File: src/include/tcc_pkg.sv
/*
 * Package of the two-channel timer capture/compare block: register map,
 * field positions, reset values, state and bus carrier types.
 * Assumes an 8-bit register port with a 4-bit byte address.
 */
package tcc_pkg;

  localparam int CNT_W   = 16;
  localparam int PRESC_W = 6;
  localparam int NCH     = 2;

  // Register offsets
  localparam logic [3:0] ADR_TSC     = 4'h0;
  localparam logic [3:0] ADR_CNT_HI  = 4'h1;
  localparam logic [3:0] ADR_CNT_LO  = 4'h2;
  localparam logic [3:0] ADR_MOD_HI  = 4'h3;
  localparam logic [3:0] ADR_MOD_LO  = 4'h4;
  localparam logic [3:0] ADR_CH_SC [NCH] = '{4'h5, 4'h8};
  localparam logic [3:0] ADR_CH_HI [NCH] = '{4'h6, 4'h9};
  localparam logic [3:0] ADR_CH_LO [NCH] = '{4'h7, 4'hA};

  // Timer status/control bit positions
  localparam int TSC_OVF   = 7;
  localparam int TSC_OVIE  = 6;
  localparam int TSC_HALT  = 5;
  localparam int TSC_CRST  = 4;
  localparam int TSC_PS_LO = 0;

  // Channel status/control bit positions
  localparam int CSC_FLAG = 7;
  localparam int CSC_IE   = 6;
  localparam int CSC_BMS  = 5;
  localparam int CSC_MSA  = 4;
  localparam int CSC_ELH  = 3;
  localparam int CSC_ELL  = 2;
  localparam int CSC_TOV  = 1;
  localparam int CSC_MAX  = 0;

  // Values after reset, and the unused prescaler code
  localparam logic             HALT_RST = 1'b1;
  localparam logic [CNT_W-1:0] MOD_RST  = 16'hFFFF;
  localparam logic [2:0]       PS_UNUSED = 3'h7;

  // Edge/level codes
  localparam logic [1:0] EL_OFF    = 2'h0;
  localparam logic [1:0] EL_TOGGLE = 2'h1;
  localparam logic [1:0] EL_CLEAR  = 2'h2;
  localparam logic [1:0] EL_SET    = 2'h3;

  typedef struct packed {
    logic [3:0] addr;
    logic [7:0] wdata;
    logic       wr;
    logic       rd;
  } tcc_bus_req_t;

  typedef struct packed {
    logic       flag;
    logic       irq_en;
    logic       bms;
    logic       msa;
    logic [1:0] el;
    logic       tov;
    logic       maxd;
    logic       armed;
    logic       inhib;
    logic       lock;
    logic       out;
    logic       oe;
  } tcc_chan_t;

  typedef struct packed {
    logic                       ovf_flag;
    logic                       ovf_ie;
    logic                       ovf_armed;
    logic                       halt;
    logic [2:0]                 ps;
    logic [PRESC_W-1:0]         presc;
    logic [CNT_W-1:0]           cnt;
    logic [CNT_W-1:0]           modv;
    logic                       mod_inhib;
    logic [7:0]                 cnt_lo_latch;
    logic                       cnt_latched;
    logic                       buf_active;
    logic                       buf_pending;
    logic [NCH-1:0]             sync1;
    logic [NCH-1:0]             sync2;
    logic [NCH-1:0]             sync3;
    tcc_chan_t [NCH-1:0]        ch;
    logic [7:0]                 rdata;
    logic [NCH:0]               irq;
  } tcc_core_t;

  typedef struct packed {
    tcc_core_t                  core;
    logic [NCH-1:0][CNT_W-1:0]  val;
  } tcc_state_t;

endpackage : tcc_pkg

File: src/hdl/tcc_timer.sv
/*
 * Two-channel 16-bit timer: prescaler, modulo counter and the capture /
 * compare / PWM channels, with an 8-bit register port.
 * Assumes a single-cycle register master; channel pins come from outside
 * the clock domain and are synchronised here.
 */
// Functional notes
// Buffered select lives in channel 0; it links channels, frees pin 1.
// Reset clears buffered, mode A, edge/level and overflow-toggle bits.
// Nonzero edge/level: mode A 1 is compare/PWM, 0 is capture.
// Zero edge/level: mode A sets initial level, 1 low, 0 high.
// Software halts and resets the counter before changing mode bits.
// Zero edge/level leaves pin to port; channel drives it once enabled.
// Capture edge: 01 rising, 10 falling, 11 either.
// Compare action: 00 flag only, 01 toggle, 10 clear, 11 set.
// Buffered compare: 01 toggles output, 11 sets it.
// Buffered compare code 10 clears the output.
// Pin must be stable two bus clocks before enabling capture.
// Compare channel with overflow-toggle toggles pin; no effect in capture.
// Overflow toggle wins over a coincident compare.
// Overflow-toggle, clear action and max-duty force output high.
// Clear action without overflow-toggle or max-duty gives steady low.
// Channel value holds capture or compare value; not reset.
// Capture mode: reading high byte blocks captures until low byte read.
// Compare mode: writing high byte blocks compares until low written.
// Counter free-runs or counts modulo; reads do not disturb it.
// Counter clock is one of seven prescaled bus clock rates.
// Every active edge latches the count and sets the flag; code ignores edges while halted.
// Captured value is stored two bus cycles after the pin edge; code stores it three cycles after.
// Each channel is set up independently as capture or compare.
// Flag clears by read with flag set then write 0; new event wins.
// Counter at modulo flags overflow and restarts from zero.
`timescale 1ns/100ps

module tcc_timer (
  input  wire logic                           clk_i,
  input  wire logic                           rst_n_i,
  input  wire tcc_pkg::tcc_bus_req_t          bus_i,
  output logic [7:0]                          rdata_o,
  input  wire logic [tcc_pkg::NCH-1:0]        pin_i,
  output logic [tcc_pkg::NCH-1:0]             pin_o,
  output logic [tcc_pkg::NCH-1:0]             pin_oe_o,
  output logic                                ovf_irq_o,
  output logic [tcc_pkg::NCH-1:0]             ch_irq_o
);
  import tcc_pkg::*;

  tcc_state_t s_reg;
  tcc_state_t s_next;

  always_comb begin
    logic [PRESC_W-1:0] mask;
    logic               tick;
    logic               ovf;
    logic               cmp_mode;
    logic               cap_mode;
    logic               live;
    logic               ev;
    logic               match;
    logic               edge_ok;
    logic [CNT_W-1:0]   cval;
    logic [1:0]         el;
    logic               rd_sc;
    logic               wr_sc;
    mask     = '0;
    tick     = 1'b0;
    ovf      = 1'b0;
    cmp_mode = 1'b0;
    cap_mode = 1'b0;
    live     = 1'b0;
    ev       = 1'b0;
    match    = 1'b0;
    edge_ok  = 1'b0;
    cval     = '0;
    el       = '0;
    rd_sc    = 1'b0;
    wr_sc    = 1'b0;
    s_next   = s_reg;
    s_next.core.rdata = 8'h00;

    // Pin synchronisers; edges are looked for on the second and third stage
    s_next.core.sync1 = pin_i;
    s_next.core.sync2 = s_reg.core.sync1;
    s_next.core.sync3 = s_reg.core.sync2;

    // Prescaler: the divide-by-2^ps tap fires when its low bits are all ones
    case (s_reg.core.ps)
      3'h0:    mask = 6'h00;
      3'h1:    mask = 6'h01;
      3'h2:    mask = 6'h03;
      3'h3:    mask = 6'h07;
      3'h4:    mask = 6'h0F;
      3'h5:    mask = 6'h1F;
      3'h6:    mask = 6'h3F;
      default: mask = 6'h00;
    endcase
    if (!s_reg.core.halt) begin
      s_next.core.presc = s_reg.core.presc + 6'h01;
      tick = ((s_reg.core.presc & mask) == mask) &&
             (s_reg.core.ps != PS_UNUSED);
    end
    if (tick) begin
      if (s_reg.core.cnt == s_reg.core.modv) begin
        ovf = 1'b1;
        s_next.core.cnt = '0;
      end else begin
        s_next.core.cnt = s_reg.core.cnt + 16'h0001;
      end
    end
    if (ovf && !s_reg.core.mod_inhib) begin
      s_next.core.ovf_flag = 1'b1;
    end
    // Buffered pair swaps to the last-written register set on overflow
    if (ovf) begin
      s_next.core.buf_active = s_reg.core.buf_pending;
    end

    for (int c = 0; c < NCH; c++) begin
      el = s_reg.core.ch[c].el;
      live = !(c == 1 && s_reg.core.ch[0].bms);
      cmp_mode = live && (s_reg.core.ch[c].msa || s_reg.core.ch[c].bms);
      cap_mode = live && !cmp_mode && (el != EL_OFF);
      // Rising 01, falling 10, any 11
      edge_ok = (el[0] && s_reg.core.sync2[c] && !s_reg.core.sync3[c]) ||
                (el[1] && !s_reg.core.sync2[c] && s_reg.core.sync3[c]);
      ev = 1'b0;
      if (cap_mode && edge_ok && !s_reg.core.halt &&
          !s_reg.core.ch[c].lock) begin
        // Count lands three cycles after the pin edge; flag state is ignored
        s_next.val[c] = s_reg.core.cnt;
        ev = 1'b1;
      end
      cval = s_reg.val[c];
      match = 1'b0;
      if (cmp_mode) begin
        if (s_reg.core.ch[c].bms && s_reg.core.buf_active) begin
          cval = s_reg.val[1];
        end
        match = tick && (s_reg.core.cnt == cval) &&
                !s_reg.core.ch[c].inhib &&
                !(s_reg.core.ch[c].bms && s_reg.core.ch[1].inhib);
        ev = match;
      end
      if (ev) begin
        s_next.core.ch[c].flag = 1'b1;
      end

      // Pin level and drive
      if (el == EL_OFF) begin
        s_next.core.ch[c].out = !s_reg.core.ch[c].msa;
        s_next.core.ch[c].oe  = 1'b0;
      end else if (cmp_mode) begin
        s_next.core.ch[c].oe = 1'b1;
        if (s_reg.core.ch[c].tov && s_reg.core.ch[c].maxd &&
            el == EL_CLEAR) begin
          s_next.core.ch[c].out = 1'b1;
        end else if (s_reg.core.ch[c].tov && ovf) begin
          s_next.core.ch[c].out = !s_reg.core.ch[c].out;
        end else if (match) begin
          case (el)
            EL_TOGGLE: s_next.core.ch[c].out = !s_reg.core.ch[c].out;
            EL_CLEAR:  s_next.core.ch[c].out = 1'b0;
            EL_SET:    s_next.core.ch[c].out = 1'b1;
            default:   s_next.core.ch[c].out = s_reg.core.ch[c].out;
          endcase
        end
      end else begin
        // Capture input or linked channel 1: pin left to the port
        s_next.core.ch[c].oe = 1'b0;
      end

      // Register access to this channel
      rd_sc = bus_i.rd && bus_i.addr == ADR_CH_SC[c];
      wr_sc = bus_i.wr && bus_i.addr == ADR_CH_SC[c] && live;
      if (rd_sc && live) begin
        s_next.core.rdata = {s_reg.core.ch[c].flag, s_reg.core.ch[c].irq_en,
                             s_reg.core.ch[c].bms, s_reg.core.ch[c].msa,
                             s_reg.core.ch[c].el, s_reg.core.ch[c].tov,
                             s_reg.core.ch[c].maxd};
        if (s_reg.core.ch[c].flag) begin
          s_next.core.ch[c].armed = 1'b1;
        end
      end
      if (wr_sc) begin
        s_next.core.ch[c].irq_en = bus_i.wdata[CSC_IE];
        s_next.core.ch[c].msa    = bus_i.wdata[CSC_MSA];
        s_next.core.ch[c].el     = bus_i.wdata[CSC_ELH:CSC_ELL];
        s_next.core.ch[c].tov    = bus_i.wdata[CSC_TOV];
        s_next.core.ch[c].maxd   = bus_i.wdata[CSC_MAX];
        if (c == 0) begin
          s_next.core.ch[c].bms = bus_i.wdata[CSC_BMS];
        end
        s_next.core.ch[c].armed = 1'b0;
        // Set beats clear: an event this cycle keeps the flag
        if (!bus_i.wdata[CSC_FLAG] && s_reg.core.ch[c].armed && !ev) begin
          s_next.core.ch[c].flag = 1'b0;
        end
      end
      if (bus_i.rd && bus_i.addr == ADR_CH_HI[c]) begin
        s_next.core.rdata = s_reg.val[c][15:8];
        if (cap_mode || (el == EL_OFF && !cmp_mode)) begin
          s_next.core.ch[c].lock = 1'b1;
        end
      end
      if (bus_i.rd && bus_i.addr == ADR_CH_LO[c]) begin
        s_next.core.rdata = s_reg.val[c][7:0];
        s_next.core.ch[c].lock = 1'b0;
      end
      if (bus_i.wr && bus_i.addr == ADR_CH_HI[c]) begin
        s_next.val[c][15:8] = bus_i.wdata;
        if (s_reg.core.ch[c].msa || s_reg.core.ch[0].bms) begin
          s_next.core.ch[c].inhib = 1'b1;
        end
      end
      if (bus_i.wr && bus_i.addr == ADR_CH_LO[c]) begin
        s_next.val[c][7:0] = bus_i.wdata;
        s_next.core.ch[c].inhib = 1'b0;
        s_next.core.buf_pending = (c == 1);
      end
    end

    // Timer-level registers
    if (bus_i.rd) begin
      case (bus_i.addr)
        ADR_TSC: begin
          s_next.core.rdata = {s_reg.core.ovf_flag, s_reg.core.ovf_ie,
                               s_reg.core.halt, 1'b0, 1'b0, s_reg.core.ps};
          if (s_reg.core.ovf_flag) begin
            s_next.core.ovf_armed = 1'b1;
          end
        end
        ADR_CNT_HI: begin
          // Low byte is frozen so a two-byte read is coherent
          s_next.core.rdata        = s_reg.core.cnt[15:8];
          s_next.core.cnt_lo_latch = s_reg.core.cnt[7:0];
          s_next.core.cnt_latched  = 1'b1;
        end
        ADR_CNT_LO: begin
          s_next.core.rdata = s_reg.core.cnt_latched ?
                              s_reg.core.cnt_lo_latch : s_reg.core.cnt[7:0];
          s_next.core.cnt_latched = 1'b0;
        end
        ADR_MOD_HI: s_next.core.rdata = s_reg.core.modv[15:8];
        ADR_MOD_LO: s_next.core.rdata = s_reg.core.modv[7:0];
        default:    s_next.core.rdata = s_next.core.rdata;
      endcase
    end
    if (bus_i.wr) begin
      case (bus_i.addr)
        ADR_TSC: begin
          s_next.core.ovf_ie = bus_i.wdata[TSC_OVIE];
          s_next.core.halt   = bus_i.wdata[TSC_HALT];
          s_next.core.ps     = bus_i.wdata[TSC_PS_LO+2:TSC_PS_LO];
          s_next.core.ovf_armed = 1'b0;
          if (!bus_i.wdata[TSC_OVF] && s_reg.core.ovf_armed &&
              !(ovf && !s_reg.core.mod_inhib)) begin
            s_next.core.ovf_flag = 1'b0;
          end
          if (bus_i.wdata[TSC_CRST]) begin
            s_next.core.cnt   = '0;
            s_next.core.presc = '0;
          end
        end
        ADR_MOD_HI: begin
          s_next.core.modv[15:8] = bus_i.wdata;
          s_next.core.mod_inhib  = 1'b1;
        end
        ADR_MOD_LO: begin
          s_next.core.modv[7:0] = bus_i.wdata;
          s_next.core.mod_inhib = 1'b0;
        end
        default: s_next.core.mod_inhib = s_next.core.mod_inhib;
      endcase
    end

    s_next.core.irq = {s_next.core.ovf_flag & s_next.core.ovf_ie,
                       s_next.core.ch[1].flag & s_next.core.ch[1].irq_en,
                       s_next.core.ch[0].flag & s_next.core.ch[0].irq_en};
  end

  // Channel values are deliberately left out of reset
  always_ff @(posedge clk_i or negedge rst_n_i) begin
    if (!rst_n_i) begin
      s_reg.core      <= '0;
      s_reg.core.halt <= HALT_RST;
      s_reg.core.modv <= MOD_RST;
    end else begin
      s_reg <= s_next;
    end
  end

  assign rdata_o   = s_reg.core.rdata;
  assign ovf_irq_o = s_reg.core.irq[NCH];
  assign ch_irq_o  = s_reg.core.irq[NCH-1:0];

  always_comb begin
    for (int c = 0; c < NCH; c++) begin
      pin_o[c]    = s_reg.core.ch[c].out;
      pin_oe_o[c] = s_reg.core.ch[c].oe;
    end
  end

endmodule : tcc_timer

File: config.mk
export PLATFORM = sky130hd
export DESIGN_NAME = tcc_timer
export DESIGN_NICKNAME = d
export VERILOG_FILES = /design/src/include/tcc_pkg.sv /design/src/hdl/tcc_timer.sv
export SDC_FILE = /design/constraint.sdc
export NUM_CORES = 1
export LEC_CHECK = 0
export ABC_CLOCK_PERIOD_IN_PS = 5400
export BUFFER_PORTS_ARGS = -buffer_cell sky130_fd_sc_hd__buf_2
export CAP_MARGIN = 5
export CELL_PAD_IN_SITES_DETAIL_PLACEMENT = 1
export CELL_PAD_IN_SITES_GLOBAL_PLACEMENT = 1
export CORE_MARGIN = 1.5
export CORE_UTILIZATION = 33
export DETAILED_ROUTE_END_ITERATION = 6
export PLACE_DENSITY_LB_ADDON = 0.1
export SLEW_MARGIN = 20
export SYNTH_ARGS = -nofsm -noshare
export SYNTH_HDL_FRONTEND = slang
export SYNTH_SLANG_ARGS = --single-unit
File: constraint.sdc
create_clock -name clk_i -period 5.4 [get_ports clk_i]
set_input_delay 0.54 -clock clk_i [delete_from_list [all_inputs] [get_ports clk_i]]
set_output_delay 0.54 -clock clk_i [all_outputs]
set_load 0.03 [all_outputs]
==> Yosys cells after proc, flatten, opt, wreduce, memory -nomap -nowiden <==
Cells that the tools add are included.
{ "word_totals": {"input_bits": 18, "elab_cells": 292, "n_memories": 0, "output_inout_bits": 15, "ram_bits": 0, "regBits": 131, "latchBits": 0, "romBits": 0} }
{ "op_classes": {"eq_ne": 27, "n_mux": 82, "n_addsub": 2, "n_reduce_logical": 131, "order_cmp": 0, "n_bitwise": 4, "mul": 0, "n_shift": 0, "div_mod_pow": 0} }
{ "op_table": {"columns": ["op", "n"], "rows": [
  ["16-bit 2-to-1 mux", 7],
  ["8-bit 2-to-1 mux", 14],
  ["1-bit logical AND", 55],
  ["16-bit == test", 3],
  ["1-bit 2-to-1 mux", 47],
  ["46-bit 2-to-1 mux", 1],
  ["2-bit nonzero test", 23],
  ["8-bit one-hot mux with 5 select lines", 1],
  ["6-bit one-hot mux with 6 select lines", 1],
  ["2-bit AND reduction", 16],
  ["29-bit 2-to-1 mux", 1],
  ["1-bit zero test", 22],
  ["22-bit 2-to-1 mux", 1],
  ["16-bit by 1-bit adder with 16-bit output, second input constant", 1],
  ["4-bit by 3-bit == test with 1-bit output, second input constant", 4],
  ["4-bit == test, second input constant", 3],
  ["6-bit nonzero test", 2],
  ["3-bit == test, second input constant", 3],
  ["9-bit 2-to-1 mux", 1],
  ["2-bit == test, second input constant", 4],
  ["4-bit by 2-bit == test with 1-bit output, second input constant", 2],
  ["4-bit nonzero test", 2],
  ["6-bit by 1-bit adder with 6-bit output, second input constant", 1],
  ["6-bit bitwise AND", 1],
  ["other kinds (15)", 30]
]} }

==> Logic depth before layout (Yosys ltp) <==
Gate-level depths: netlist (run 1).
{ "depth": {"word_depth": 15, "ltp_mapped": 10, "mapped_depth_nobuf": 7} }

==> Least setup slack after synthesis (run 1) <==
OpenSTA, ideal clock, no wires.
{ "synth_timing": {"path_kind": "flip-flop to flip-flop", "startpoint": "register s_reg[107] (netlist name)", "endpoint": "register s_reg, in the netlist pin_o[0]", "period_less_slack_ps": 2361, "path_slack_ps": 3039, "t_arrival_ps": 2237, "setup_time_ps": 125, "stages_incl_launch_ff": 8, "required_time_ps": 5275, "n_path_buf": 1, "cell_sequence": "dfrtp_1 buf_6 xor2_1 a2111oi_0 a31oi_1 or4_1 a21oi_1 mux2_2"} }
{ "synth_between": {"elab_chain_len": 8, "word_cells_on_any_way": 16, "classes_between": "eq/ne: 2; mux: 7; reduce/logical: 7"} }
{ "synth_lines": {"columns": ["item", "line_no", "rtl"], "rows": [
  ["start, declared", "tcc_timer.sv:48", "tcc_state_t s_reg;"],
  ["start signal, assigned", "tcc_timer.sv:288", "s_reg <= s_next;"],
  ["16-bit == test", "tcc_timer.sv:103", "if (s_reg.core.cnt == s_reg.core.modv) begin"],
  ["1-bit 2-to-1 mux", "tcc_timer.sv:103", null],
  ["1-bit 2-to-1 mux", "tcc_timer.sv:102", "if (tick) begin"],
  ["1-bit logical AND", "tcc_timer.sv:157", "end else if (s_reg.core.ch[c].tov && ovf) begin"],
  ["1-bit 2-to-1 mux", "tcc_timer.sv:157", null],
  ["1-bit 2-to-1 mux", "tcc_timer.sv:154", "if (s_reg.core.ch[c].tov && s_reg.core.ch[c].maxd &&"],
  ["1-bit 2-to-1 mux", "tcc_timer.sv:152", "end else if (cmp_mode) begin"],
  ["2-bit 2-to-1 mux", "tcc_timer.sv:149", "if (el == EL_OFF) begin"]
]} }
Parallel ways exist; a longest one is shown, timed or not. The select of a mux whose other input is x is not followed.
A chain may end at the register's enable or synchronous reset.

==> Worst setup path after layout (run 1) <==
{ "layout_timing": {"startpoint": "register s_reg[125] (netlist name)", "endpoint": "register s_reg, in the netlist pin_o[0]"} }
{ "layout_between": {"elab_chain_len": 12, "word_cells_on_any_way": 25, "classes_between": "eq/ne: 8; mux: 8; bitwise: 1; reduce/logical: 8"} }
{ "layout_lines": {"columns": ["item", "line_no", "rtl"], "rows": [
  ["3-bit == test, or another cell as far along", "tcc_timer.sv:87", "case (s_reg.core.ps)"],
  ["6-bit one-hot mux with 6 select lines", "tcc_timer.sv:87", null],
  ["6-bit bitwise AND", "tcc_timer.sv:99", "tick = ((s_reg.core.presc & mask) == mask) &&"],
  ["6-bit == test", "tcc_timer.sv:99", null],
  ["1-bit logical AND (*)", "tcc_timer.sv:99", null],
  ["1-bit 2-to-1 mux (*)", "tcc_timer.sv:97", "if (!s_reg.core.halt) begin"],
  ["1-bit 2-to-1 mux / 1-bit logical AND (equally long branches)", "tcc_timer.sv:102, tcc_timer.sv:139", null],
  ["1-bit logical AND (on tied branches)", "tcc_timer.sv:157, tcc_timer.sv:139", null],
  ["1-bit 2-to-1 mux / 1-bit logical AND (equally long branches)", "tcc_timer.sv:157, tcc_timer.sv:140", null],
  ["1-bit 2-to-1 mux (on tied branches)", "tcc_timer.sv:154, tcc_timer.sv:135", null],
  ["1-bit 2-to-1 mux / 4-bit nonzero test (equally long branches)", null, null],
  ["2-bit 2-to-1 mux / 3-bit AND reduction (equally long branches)", null, null]
]} }
Every way passes the cells marked *; elsewhere a longest branch is shown, timed or not. The select of a mux whose other input is x is not followed.

==> results.txt, run 1 <==
- Final worst path period need: 3190 ps
- The floorplan step set the die width to about 150 µm.
- Port-buffer cells: 32
* HPWL after detailed placement: ~16 mm
- Setup violation total in the final timing report: 0
* Crit path buffers/inverters: 0
* Internal power: ~2300 µW
- Clock power frac: approximately 33%
- For the pin with the worst max-slew slack, the measured transition is 1200 ps.
- Starting density of the core: between 30 and 40%
* Required @ worst endpoint: approximately 5700 ps
* Skew-Pair Late Insertion Delay: 430 ps
* Fraction of layout instances using a drive strength above 1: about 27%
- Dominant synthesized flop cell: dfrtp_1
- Of all cell types, the one taking the most synthesized area is dfrtp_1.
* Global placer's final weighted congestion: 0.919
- Net switching is 33.0% of the power.
* Distinct cells, synth: 55
- The initial antenna violation count came to 0.
- The number of max-slew violations in the final report is 0.
- During I/O placement, the number of pins put on the boundary was 33.
- The largest individual stage delay along the critical path comes from the cell nor2b_1.
* Total CTS buffers: 17
* Max FFs per register: ~110
- Type of origin of the critical path: flop
- Including well taps, the total number of placed cells is between 900 and 1,000.
* Standard-cell rows: 53
* Ranking of synthesized cells by area: dfrtp_1 (29%), edfxtp_1 (14%), mux2_2 (13%)
- The tree is rooted in a clkbuf_16.
* Wire length of the first global-routing pass: around 35 mm
* DRC violations left: 0
* Num Clock Sinks: ~130
- The count of cells in the finished layout, fillers not included, comes to 945.
* Worst setup EP type: flop
- Post-CTS repair changed the size of 0 cells.
- Run status: finished, final reports clean
- Once layout is complete, the utilization of the core stands at between 30% and 40%.
* Worst stage delay on the critical path: around 850 ps
- Per report_power, the combinational group accounts for between 20% and 30% of the total.
- Biggest fanout along the worst timing path: 13
* RSZ-0062 raised after global routing: false
* Cell type group with the largest total delay on the critical path: compound AO/OA/AOI/OAI gates
- The filler cells instantiated in the layout total ~2,300.
- After detailed placement, the total cell area comes to approximately 7300 µm².
* Worst R2R Start: s_reg[125]$_DFFE_PN0P_
- Area of the mapped netlist: between 7000 and 8000 µm²
- At the end of the flow, the number of nets in the layout was a little under 700.
* Multi-input gate area: roughly 3200 µm²
- Cell area power density: 443 nW/µm²
- CTS Hold Bufs: 0
- The H-tree generated during clock tree synthesis spans 4 levels.
- Register area: around 3500 µm²
- Max-cap violations in this run came to 0.
* Worst-path clk slew: around 60 ps
* Clock tree from TritonCTS: yes
- Number of iterations in the first detailed-routing pass: 5
* Core Area: between 20,000 and 25,000 µm²
- The most critical setup path has its startpoint at s_reg[125]$_DFFE_PN0P_.
- The worst register-to-register path ends at pin_o[0]$_DFFE_PN0P_.
- Adding up every negative setup slack in the final design gives 0 ps.
* Endpoint arrival time on the critical path: between 3000 and 4000 ps
- After detailed routing, the average wire length per cell comes to approximately 24 µm.
- YS warnings: 0
- VDD IR-drop max: 0.197 mV
- The die covers about 22,000 µm².
- In this run the mean area of a mapped cell was 10.7 µm².
- Final period utilization: 59.1%
- Most frequent standard cell in the layout excluding fill and tap cells: mux2_2
* Normalized max-slew margin: 19.7%
* Final non-filler cell area: 7890 µm²
- Once detail routing completed, the nets flagged for antenna violations numbered 0.
- For this block, the via count after detailed routing is 5,113.
- The die is around 150 µm tall.
- The number of hold violations in the final report is 0.
- For the final database, setup skew stands at 14.2 ps.
- Dividing the detail-routed via count by the number of cells gives roughly 5.4.
- In this run the post-CTS setup repair buffer count came out at 0.
- On the final layout, the worst hold slack is 108 ps.
- In the layout the commonest cells are mux2_2 (83), dfrtp_1 (82), nand2_1 (58).
* Number of enable flip-flop cells after synthesis: 32
- The number of antenna diodes in the final layout is 0.
- The top cell type by area accounts for roughly 29% of the synthesized area.
- Global-route usage over all layers: 22.0%
- Maximum root-to-sink buffer count: 2
- Timing would allow up to about 310 MHz.
- By startpoint and endpoint, the worst setup path is classified as flop to flop.
- Net switching component of the power: 1150 µW
- Number of DRC markers in iteration 0: around 420
- The number of nets in the synthesized netlist is 674.
- For this run, the register share of the synthesized area comes to approximately half.
* GRT Residual Overflow: 0
* Area growth, synth to finish: 12.7%
- Standby leakage power: around 0.0032 µW
* Routed WL: between 20 and 25 mm
* Worst setup slack for register-to-register paths: between 2000 and 2500 ps
- Register bit count reported by yosys: 131
- Sequential share of power: 44.1%
* Pin count of the biggest net entering global routing: between 60 and 70
- The min-delay analysis places its worst path in the category primary input to async pin.
* Worst path cell trace: nor2b_1, o311a_1, a2111o_1, nor2b_1, a21oi_1, a21oi_1, mux2_2
* Number of cells on the worst reg-to-reg path: 7
- Via count of the first global-routing pass: between 5,000 and 6,000
* Number of cells produced by synthesis: 654
* Post-synthesis async set-or-reset flop share: 75.6%
## worst register-to-register path, stage by stage, from the launching register on
cell and delay, ps:
dfrtp_1 420, nor2b_1 150, o311a_1 290, a2111o_1 650, nor2b_1 860, a21oi_1 170, a21oi_1 190, mux2_2 340
## power by group through the flow
stage	logic, µW	registers [µW]	clock network (µW)
after floorplan	712	1370	0
after global placement	782	1550	0
after detailed placement	800	1560	0
after CTS	807	1540	1170
after global routing	881	1580	1220
final	799	1540	1150
## through the flow
stage / setup slack, ps / total power (µW)
global placement: 2260 / 2330
CTS: 2140 / 3520
global route: 1980 / 3680
floorplan: 3040 / 2080
finish: 2210 / 3490
detailed placement: 2160 / 2360
## cells by family (layout without fill, tap and decap cells)
| group | Yosys count | after routing | synth area share, % |
|---|---|---|---|
| mux | 90 | 90 | 14.3 |
| compound gates | 103 | 103 | 9.90 |
| simple gates | 195 | 195 | 13.5 |
| fa+ha+maj | 2 | 2 | 0.357 |
| buf+inv | 71 | 87 | 4.77 |
| xor+xnor | 62 | 62 | 7.75 |
| flops | 131 | 131 | 49.4 |
## layout make-up
cell class                 count  area share, %
inverter                      12          0.571
timing repair buffer          43           3.11
clock inverter                 7          0.856
clock buffer                  25           6.55
tap                          275           4.36
multi-input combinational    452           40.7
sequential                   131           43.8
## metal layers
| layer | vias up | GRT usage [%] | wire, µm |
|---|---|---|---|
| li1 | 2331 | - | - |
| met1 | 2641 | 31.0 | 11100 |
| met2 | 122 | 34.3 | 10700 |
| met3 | 19 | 5.21 | 1110 |
| met4 | 0 | 5.15 | 242 |
| met5 | - | 0 | 0 |
## cell usage after synthesis, types with 5 or more instances
master and n:
buf_4 14, mux2i_1 7, a22oi_1 23, or2_2 6
o211ai_1 5, nor2_1 52, dfstp_2 17, inv_1 11
a21oi_1 20, xor2_1 19, nand3_1 16, dfrtp_1 82
nor3_1 13, nand2_1 58, buf_2 5, mux2_2 83
nand4_1 12, xnor2_1 43, clkbuf_1 34, o21ai_0 17
nor4_1 5, a31oi_1 11, nor2b_1 7, edfxtp_1 32
## how the worst max path moves through the flow
stage | cells past startpoint | endpoint
floorplan | 7 | pin_o[0]$_DFFE_PN0P_
global placement | 7 | pin_o[0]$_DFFE_PN0P_
detailed placement | 7 | pin_o[0]$_DFFE_PN0P_
CTS | 7 | pin_o[0]$_DFFE_PN0P_
global route | 7 | pin_o[0]$_DFFE_PN0P_
finish | 7 | pin_o[0]$_DFFE_PN0P_
(Power assumes the default switching activity.)
==> run 2: changes to the inputs <==
Settings changed: ABC_CLOCK_PERIOD_IN_PS 5400 to 3300.
Clock period 5.4 ns to 3.3 ns, I/O delays scaled along.
==> run 2 against run 1 <==
First-iteration DRC count decreased by 5.3%. Clock-buffer cell count is 6 lower. Worst hold slack gained 91 ps. Combinational power increased by 79%. Power increased by 65%. Worst setup slack worse by 1700 ps. Critical path type unchanged. Largest power group unchanged.
==> results.txt, run 2 (synthesized netlist as in run 1, its figures left out) <==
* Starting density of the core: 33.4% (unchanged)
- The peak clock frequency supported by timing is 355 MHz (+13%).
- Setup repair after global routing left no endpoint under its margin.
- The detailed-placement wirelength estimate came to 17.1 mm (+6.2%).
- The DRC violation count after routing is 0 (unchanged).
- Final number of hold-violating endpoints: 0 (unchanged)
- Number of pins exceeding their max-slew limit in the final report: 0 (unchanged)
- The leakage power came to 0.00329 µW (+3.4%).
- Worst-path clk slew: 70 ps (about the same)
* Wire length of the first global-routing pass: 36.6 mm (+4.0%)
* Overall Power: 5780 µW (+65%)
* Transition time at the pin with the least slew margin: 762 ps (-438 ps)
- The final total negative setup slack is 0 ps (unchanged).
- The routability congestion estimate is 0.893 (-2.8%).
* Cell at the root of the clock tree: clkbuf_16
- Port-buffer cells: 32 (unchanged)
- Ports: 33 (unchanged)
* Most frequent standard cell in the layout excluding fill and tap cells: mux2_2
- Min-delay src: bus_i[1]
- The total clock buffers created by CTS came to 17 (unchanged).
- The placement row count is 53 (unchanged).
* Fraction of layout instances using a drive strength above 1: 28.9% (+1.9 points)
- Num Clock Sinks: 131 (unchanged)
- The maximum number of pins on one net before global-route repair came to 72 (+13%).
- Area growth, synth to finish: 15.1%
* Number of setup buffers added after CTS: 0 (unchanged)
- The final period utilization came to 85.4% (+26 points).
- The number of flip-flops under the largest register name is 112 (unchanged).
- The minimum period implied by the final worst setup slack was 2820 ps (-372 ps).
- The initial antenna violation count is 0 (unchanged).
- The post-route worst setup slack is 481 ps (-1730 ps).
- In this run the worst setup path begins at s_reg[125]$_DFFE_PN0P_.
- Die X: 149 µm (unchanged)
- Most frequent cells in the layout: mux2_2 (83), dfrtp_1 (82), nand2_1 (58)
- The data arrival time of the critical path was 3140 ps (-350 ps).
* Post-Route Hold Slack: 200 ps (+91.1 ps)
- Wire length per cell: 24.8 µm (+1.4%)
* Setup CP Type: flop to flop
- Setup violation total in the final timing report: 0 (unchanged)
* Type of origin of the critical path: flop
- Post-placement worst setup slack: 501 ps (-1660 ps)
* Run status: finished, final reports clean
- H-tree depth: 4 (unchanged)
* Cell area power density: 717 nW/µm² (+62%)
- Biggest fanout along the worst timing path: 13 (unchanged)
* Core Area: 21,000 µm² (unchanged)
- The maximum count of clock buffers along a single path was 2 (unchanged).
* Hold crit path type: primary input to flop
* Worst setup EP type: flop
- The number of max-cap violations came to 0 (unchanged).
* Skew-Pair Late Insertion Delay: 430 ps (about the same)
- Via density per instance: 5.49 (+1.5%)
- The detailed-route wire length was 24.0 mm (+3.7%).
* Normalized max-slew margin: 49.0% (+29 points)
- GRT Residual Overflow: 0 (unchanged)
- Global-route usage over all layers: 23.1% (+1.1 points)
- The worst-case clock skew was 13.7 ps (-0.474 ps).
* Chip Height: 149 µm (unchanged)
- The number of nets still failing antenna checks after routing came to 0 (unchanged).
* Total Nets Final: 699 (+3.2%)
- # placed instances: 932 (+2.1%)
* Clock tree from TritonCTS: yes
- The data required time at the worst endpoint is 3620 ps (-2080 ps).
- The hold buffer count at CTS came to 3 (+3).
- The post-cts sizing count was 0 (unchanged).
- Number of cells in the finished layout apart from fillers: 967 (+2.3%)
- The number of global-route vias before repair is 5,595 (+2.9%).
* Number of iterations in the first detailed-routing pass: 5 (unchanged)
- The antenna diode count was 0 (unchanged).
- The total number of vias is 5,311 (+3.9%).
* Number of DRC markers in iteration 0: 393 (-5.3%)
- The worst register-to-register path begins at s_reg[125]$_DFFE_PN0P_.
- The worst ir drop on vdd came to 0.339 mV (+72%).
- The full die area is 22,100 µm² (unchanged).
## run 2: cell type report
cell class / count / area [µm²]
Clock buffer: 19 / 454
Tap cell: 275 / 344
Sequential cell: 131 / 3460
Multi-Input combinational cell: 452 / 3210
Inverter: 12 / 45.0
Timing Repair Buffer: 65 / 430
Clock inverter: 13 / 121
Fill cell: 2342 / 12900
## run 2: routing by layer
layer / up-vias / track usage, % / wire (µm)
li1: 2366 / - / -
met1: 2765 / 32.8 / 11400
met2: 149 / 36.0 / 11000
met3: 31 / 4.20 / 1120
met4: 0 / 6.53 / 468
met5: - / 0 / 0
## run 2: worst paths after layout
path	cells after the start	endpoint	slack (ps)
setup / recovery	6	pin_o[0]$_DFFE_PN0P_	480
hold / removal	2	s_reg[129]$_DFF_PN0_	200
setup reg to reg	6	pin_o[0]$_DFFE_PN0P_	480
hold reg to reg	0	s_next[70]$_DFF_PN0_	350
max in group asynchronous	3	s_reg[97]$_DFFE_PN1P_	2080
min in group asynchronous	2	s_reg[47]$_DFFE_PN0P_	410
## run 2: critical path: stages (launching register included)
cell      delay, ps
dfrtp_1         410
nor2b_1         140
o311a_1         280
a2111o_1        650
or4_1           670
a21oi_1         190
mux2_2          350
## run 2: metrics by stage
stage	instance area [µm²]	utilization, %
after floorplan	7010	-
after global placement	7460	35.6
after detailed placement	7460	35.6
after CTS	8070	38.5
after global routing	8070	38.5
final	8070	38.5
## run 2: power by group
group / internal (µW) / switching (µW)
Combinational: 669 / 757
Sequential: 2050 / 421
Clock: 1090 / 793
